`config.mk`:
```
export PLATFORM = sky130hd
export DESIGN_NAME = csel_top
export DESIGN_NICKNAME = d
export VERILOG_FILES = /design/src/core/csel_decode.v /design/src/core/csel_top.v
export VERILOG_INCLUDE_DIRS = /design/src /design/src/shared
export SDC_FILE = /design/constraint.sdc
export NUM_CORES = 1
export LEC_CHECK = 0
export BUFFER_PORTS_ARGS = -buffer_cell sky130_fd_sc_hd__buf_2
export CAP_MARGIN = 15
export CORE_MARGIN = 1.5
export CORE_UTILIZATION = 59
export DETAILED_ROUTE_END_ITERATION = 7
export HOLD_SLACK_MARGIN = 0.05
export PLACE_DENSITY = 0.8
export SLEW_MARGIN = 5
export SYNTH_ARGS = -nofsm -noshare
export SYNTH_HDL_FRONTEND = slang
export SYNTH_SLANG_ARGS = --single-unit
```
`constraint.sdc`:
```
create_clock -name clk -period 3.5 [get_ports clk]
set_clock_uncertainty 0.1 [all_clocks]
set_input_delay 0.35 -clock clk [delete_from_list [all_inputs] [get_ports clk]]
set_output_delay 0.35 -clock clk [all_outputs]
set_load 0.02 [all_outputs]
```
`src/shared/csel_regs.vh`:
```
`ifndef CSEL_REGS_VH
`define CSEL_REGS_VH
// clock rate and timing figures
`define CSEL_CLK_HZ 250000000
`define CSEL_GRACE_MS 1000
`define CSEL_GRACE_CYC ((`CSEL_CLK_HZ / 1000) * `CSEL_GRACE_MS)
`define CSEL_DLY_MS_DEF 0
// counter width, enough for many seconds
`define CSEL_CNT_W 40
// evaluation methods
`define CSEL_MODE_COMP 1'b0
`define CSEL_MODE_ONEHOT 1'b1
// case numbering, 2 bits for cases 1..4 stored as 0..3
`define CSEL_CASE_W 2
`define CSEL_CASE_RST 2'h0
`define CSEL_NCH 4
`endif

```
`src/core/csel_decode.v`:
```
`timescale 1ns/10ps
`include "csel_regs.vh"
// decodes the synchronised channel pattern to a case number
module csel_decode (
    // channels, order a1 a2 b1 b2 in bits 0..3
    input wire [3:0] chan,
    input wire mode,
    // result
    output reg valid,
    output reg [1:0] case_no
);
    // complementary pairs give two bits, one-hot gives one of four
    always @* begin
        valid = 1'b0;
        case_no = `CSEL_CASE_RST;
        if (mode == `CSEL_MODE_COMP) begin
            // ch one high, ch two low is 0; reversed is 1; equal is error
            valid = (chan[0] ^ chan[1]) & (chan[2] ^ chan[3]);
            case_no = {chan[3], chan[1]};
        end else begin
            case (chan)
                4'h1: begin
                    valid = 1'b1;
                    case_no = 2'h0;
                end
                4'h2: begin
                    valid = 1'b1;
                    case_no = 2'h1;
                end
                4'h4: begin
                    valid = 1'b1;
                    case_no = 2'h2;
                end
                4'h8: begin
                    valid = 1'b1;
                    case_no = 2'h3;
                end
                default: begin
                    valid = 1'b0;
                    case_no = `CSEL_CASE_RST;
                end
            endcase
        end
    end
endmodule // csel_decode

```
`src/core/csel_top.v`:
```
`timescale 1ns/10ps
`include "csel_regs.vh"
module csel_top #(
    parameter [39:0] GRACE_CYC = `CSEL_GRACE_CYC
) (
    // clock and reset
    input wire clk,
    input wire rst_n,
    // static control input channels from the pins
    input wire input_a_channel_one,
    input wire input_a_channel_two,
    input wire input_b_channel_one,
    input wire input_b_channel_two,
    // configuration straps
    input wire mode_onehot,
    input wire onehot_present,
    input wire seq_mon_en,
    input wire [39:0] on_delay_cyc,
    // scanner status
    input wire field_clear,
    input wire dev_error,
    // restart request, level from logic
    input wire restart,
    // results
    output wire safety_switching_output_one,
    output wire safety_switching_output_two,
    output reg [1:0] active_case,
    output reg case_error,
    output reg restart_needed
);
    localparam ST_RUN = 2'h0;
    localparam ST_DELAY = 2'h1;
    localparam ST_GRACE = 2'h2;
    localparam ST_LOCK = 2'h3;

    reg [3:0] sync1_r;
    reg [3:0] sync2_r;
    reg [3:0] last_r;
    reg [1:0] state_r;
    reg [1:0] state_nxt;
    reg [39:0] cnt_r;
    reg [39:0] cnt_nxt;
    reg [1:0] case_nxt;
    reg err_nxt;
    reg lock_nxt;
    reg out_on_r;
    reg off_r;
    reg off_nxt;
    wire [3:0] pins;
    wire mode;
    wire valid;
    wire [1:0] dec_case;

    assign pins = {input_b_channel_two, input_b_channel_one,
                   input_a_channel_two, input_a_channel_one};
    // one-hot honoured only where the variant has it
    assign mode = mode_onehot & onehot_present;

    // two-stage synchroniser for the pin channels
    always @(posedge clk or negedge rst_n) begin
        if (!rst_n) begin
            sync1_r <= 4'h0;
            sync2_r <= 4'h0;
        end else begin
            sync1_r <= pins;
            sync2_r <= sync1_r;
        end
    end

    csel_decode u_dec (
        .chan(sync2_r),
        .mode(mode),
        .valid(valid),
        .case_no(dec_case)
    );

    // case selection sequence
    always @* begin
        state_nxt = state_r;
        cnt_nxt = cnt_r;
        case_nxt = active_case;
        err_nxt = case_error;
        lock_nxt = restart_needed;
        off_nxt = off_r;
        case (state_r)
            ST_RUN: begin
                if (sync2_r != last_r) begin
                    state_nxt = ST_DELAY;
                    cnt_nxt = 40'h0;
                end
            end
            ST_DELAY: begin
                if (sync2_r != last_r) begin
                    cnt_nxt = 40'h0; // restart delay on a new change
                end else if (cnt_r >= on_delay_cyc) begin
                    if (valid) begin
                        case_nxt = dec_case;
                        state_nxt = ST_RUN;
                    end else if (seq_mon_en) begin
                        off_nxt = 1'b1;
                        err_nxt = 1'b1;
                        lock_nxt = 1'b1;
                        state_nxt = ST_LOCK;
                    end else begin
                        off_nxt = 1'b1;
                        cnt_nxt = 40'h0;
                        state_nxt = ST_GRACE;
                    end
                end else begin
                    cnt_nxt = cnt_r + 40'h1;
                end
            end
            ST_GRACE: begin
                if (valid) begin
                    case_nxt = dec_case;
                    off_nxt = 1'b0;
                    state_nxt = ST_RUN;
                end else if (cnt_r >= GRACE_CYC - 40'h1) begin
                    err_nxt = 1'b1;
                    lock_nxt = 1'b1;
                    state_nxt = ST_LOCK;
                end else begin
                    cnt_nxt = cnt_r + 40'h1;
                end
            end
            default: begin
                // held off until restart
                if (restart) begin
                    err_nxt = 1'b0;
                    lock_nxt = 1'b0;
                    // stay off until a valid pattern is taken after the delay
                    off_nxt = 1'b1;
                    case_nxt = `CSEL_CASE_RST;
                    state_nxt = ST_DELAY;
                    cnt_nxt = 40'h0;
                end
            end
        endcase
    end

    // state registers
    always @(posedge clk or negedge rst_n) begin
        if (!rst_n) begin
            state_r <= ST_DELAY;
            cnt_r <= 40'h0;
            last_r <= 4'h0;
            active_case <= `CSEL_CASE_RST;
            case_error <= 1'b0;
            restart_needed <= 1'b0;
            off_r <= 1'b1;
        end else begin
            state_r <= state_nxt;
            cnt_r <= cnt_nxt;
            last_r <= sync2_r;
            active_case <= case_nxt;
            case_error <= err_nxt;
            restart_needed <= lock_nxt;
            if (state_r == ST_DELAY && state_nxt == ST_RUN) begin
                off_r <= 1'b0;
            end else begin
                off_r <= off_nxt;
            end
        end
    end

    // output pair, high only when field clear and nothing wrong
    always @(posedge clk or negedge rst_n) begin
        if (!rst_n) begin
            out_on_r <= 1'b0;
        end else begin
            out_on_r <= field_clear & ~dev_error & ~off_nxt
                        & ~lock_nxt;
        end
    end

    assign safety_switching_output_one = out_on_r;
    assign safety_switching_output_two = out_on_r;
endmodule // csel_top

```
==> key figures <==
Clock network
  • Worst-path clk slew: 70 ps
  • Clock latency on the worst-skew pair: 340 ps
  • Root Buffer: clkbuf_8
  • Cts repair resizes: 0
  • Clock Tree Buf Depth: 2
  • CTS H-tree depth: 3
  • TritonCTS Sinks: 60
  • Total CTS buffers: 9
  • Post-CTS Setup Bufs: 0
  • CTS tree: built

Placement
  • Port Buffer Count: 57
  • Worst setup slack after placement: 265 ps
  • GPL Wtd Cong: 0.910
  • Dpl cells: 681
  • Dpl hpwl: 7600 um

STA
  • Tcrit/Tclk final: 92.8%
  • Final worst-path setup slack: 251 ps
  • Tmin final: 3250 ps
  • Slew @ Worst Pin: 901 ps
  • Hold Violations, Final: 0
  • Fmax: 0.308 GHz
  • RSZ-0062 raised after global routing: false
  • Slew headroom: 40.0%
  • Setup TNS: 0 ps
  • Finish-stage setup viols: 0
  • Pins Over Slew Limit: 0

Global routing
  • Vias in the first global route: 3,994
  • Grt total ovfl: 0
  • GR Util All Layers: 27.1%
  • First-pass GRT wire length: 18,200 um
  • Largest net degree at the start of global routing: 40
  • Initial antenna violation count: 0

Layout
  • Reg area: 1500 um^2
  • Fraction of layout cells with a size suffix above 1: 16.6%
  • Non-Filler Instances: 701
  • P&R area growth vs syn: 14.1%
  • Fill count: 545
  • Final Net Count: 700
  • N_diodes: 0
  • Multi-input gate area: 2690 um^2

Logic synthesis
  • Synth area leaders: dfrtp_1, ha_1, o21ai_0
  • Post-Syn Instances: 537
  • Cell with the most instances after synthesis: inv_1
  • Sequential fraction of the synthesis area: 33.2%
  • Post-synth cell types: 66
  • Ys Warns: 0
  • Area of the mapped netlist: 4530 um^2
  • Post-synth top area share: 32.0%
  • Yosys reg bits: 60
  • Most used flip-flop cell after synthesis: dfrtp_1
  • Syn Area/Cell: 8.44 um^2
  • Synth area leader: dfrtp_1
  • Share of flip-flops with an asynchronous set or reset after synthesis: 100%
  • Net Count, Synth: 640
  • Post-synth EDFFs: 0
  • Top cells by count, synth: inv_1, dfrtp_1, ha_1

Routing
  • Vias: 4,295
  • Detailed Route WL: 10,600 um
  • Post-DR wirelength/cell: 15.2 um
  • Antenna-violating nets left: 0
  • DRC Markers: 0
  • Iteration-0 DRC Markers: 246
  • TritonRoute pass-1 iters: 5
  • Via density: 6.13

Min path
  • HP Class: input port to asynchronous set/reset pin

Setup path
  • Slowest-stage cell, CP: or4_1
  • Critical path data required time: 3670 ps
  • Kind of critical path: flop to flop
  • Crit-path max FO: 23
  • Worst r2r path cells: 11
  • CP cell instances: ha_1 -> a21oi_1 -> o21a_1 -> o221ai_1 -> a211o_1 -> o21bai_2 -> a21oi_2 -> a21o_1 -> buf_4 -> or4_1 -> a21oi_1
  • CP dominant cell by count: a21oi_1
  • WP data arrival: 3420 ps
  • CP max stage delay: 520 ps
  • Worst R2R Setup Slack: 250 ps
  • CP Launch Type: flop
  • R2R Path End: cnt_r[36]
  • RR Startpoint: cnt_r[9]
  • Crit. End Element: flop

Floorplanning
  • Initial cell density of the core: 61.8%
  • I/O Pins: 58
  • Row cnt: 31
  • Die X: 90.6 um
  • Core ar.: 7330 um^2
  • Die Ht: 90.6 um
  • Die area: 8210 um^2

Power
  • Power Density: 308 nW/um^2
  • Leakage power: 0.00253 uW
  • Worst vdd ir: 296 uV

Job
  • Max cap viols: 0

Status
  • Status: complete, no violations
## metrics by stage
stage	total power, uW	cell area [um^2]	util [%]	hold WS [ps]
3_5_place_dp	866	4890	66.7	236
4_1_cts	1600	5170	70.5	50.1
5_1_grt	1650	5170	70.5	55.8
3_3_place_gp	858	4890	66.7	232
2_1_floorplan	799	4530	-	-45.6
6_report	1590	5170	70.5	25.4
## worst max-delay path, delay by kind of cell, from the launching register on
kind | cells | cell delay (ps)
buffers and inverters | 1 | 210
and+or+nand+nor | 1 | 520
AOI/OAI and AO/OA | 8 | 1520
DFF | 1 | 470
adders and majority gates | 1 | 330
## cell usage in the layout, fill, tap and decap left out, drive strengths merged, types with 3 or more instances in the layout
cell type / n
o21ai: 48
buf: 65
xor2: 4
or4: 9
and2: 5
inv: 60
nor4: 7
a22o: 3
clkbuf: 12
and3: 12
nand2: 45
nor2b: 7
o41ai: 7
or2: 3
nand3: 20
dfrtp: 58
a21o: 4
nand2b: 7
nand4: 14
clkinv: 3
ha: 51
and4: 6
nor3: 3
dlygate4sd3: 4
a211o: 4
a21oi: 45
o31ai: 28
a31oi: 5
nor2: 31
or3: 3
## metal layers
| layer | track usage (%) | share of wire [%] | up-vias |
|---|---|---|---|
| met5 | 0 | 0 | - |
| met2 | 45.2 | 48 | 172 |
| met3 | 4.38 | 6.4 | 24 |
| met4 | 10.2 | 2.1 | 0 |
| li1 | - | - | 2085 |
| met1 | 35.2 | 43 | 2014 |
## what timing repair did
item,4_1_cts,5_1_grt
hold buffers,4,0
hold endpoints to repair,4,0
setup endpoints to repair,0,0
## cell type report
type / instances / area share [%]
Tap cell: 99 / 2.40
Timing Repair Buffer: 69 / 7.46
Multi-Input combinational cell: 396 / 52.1
Inverter: 61 / 4.43
Clock buffer: 12 / 3.20
Sequential cell: 60 / 29.1
Clock inverter: 4 / 1.36
## registers in the layout, summed over array words and instances, names as in the netlist
register,count
restart_needed,1
state_r,2
safety_switching_output_one,1
sync1_r,4
case_error,1
cnt_r,40
sync2_r,4
off_r,1
active_case,2
last_r,4
## worst max path at each step
stage                          start        end  slack [ps]  cells after the start
finish                      cnt_r[9]  cnt_r[36]         250                     11
global route                cnt_r[9]  cnt_r[36]          40                     11
CTS                         cnt_r[9]  cnt_r[36]         240                     11
detailed placement  on_delay_cyc[11]  cnt_r[36]         260                     13
global placement    on_delay_cyc[11]  cnt_r[37]         390                     13
floorplan                  cnt_r[26]  cnt_r[31]         680                     10
## report_power, final
group          internal, uW  leakage, uW  switching [uW]
sequential              702     0.000802            6.86
clock                   457     0.000122             278
combinational          61.2      0.00161            87.1
total                  1220      0.00253             372
## cells by family (layout without fill, tap and decap cells)
| family | after synthesis | count (layout) | share of synthesized area [%] |
|---|---|---|---|
| muxes | 1 | 1 | 0.249 |
| adders and majority gates | 51 | 51 | 14.1 |
| DFF | 60 | 60 | 33.2 |
| buffers and inverters | 81 | 146 | 7.59 |
| AOI/OAI and AO/OA | 162 | 162 | 22.5 |
| xor gates and xnor gates | 4 | 4 | 0.773 |
| and+or+nand+nor | 178 | 178 | 21.6 |
(Power assumes the default switching activity.)
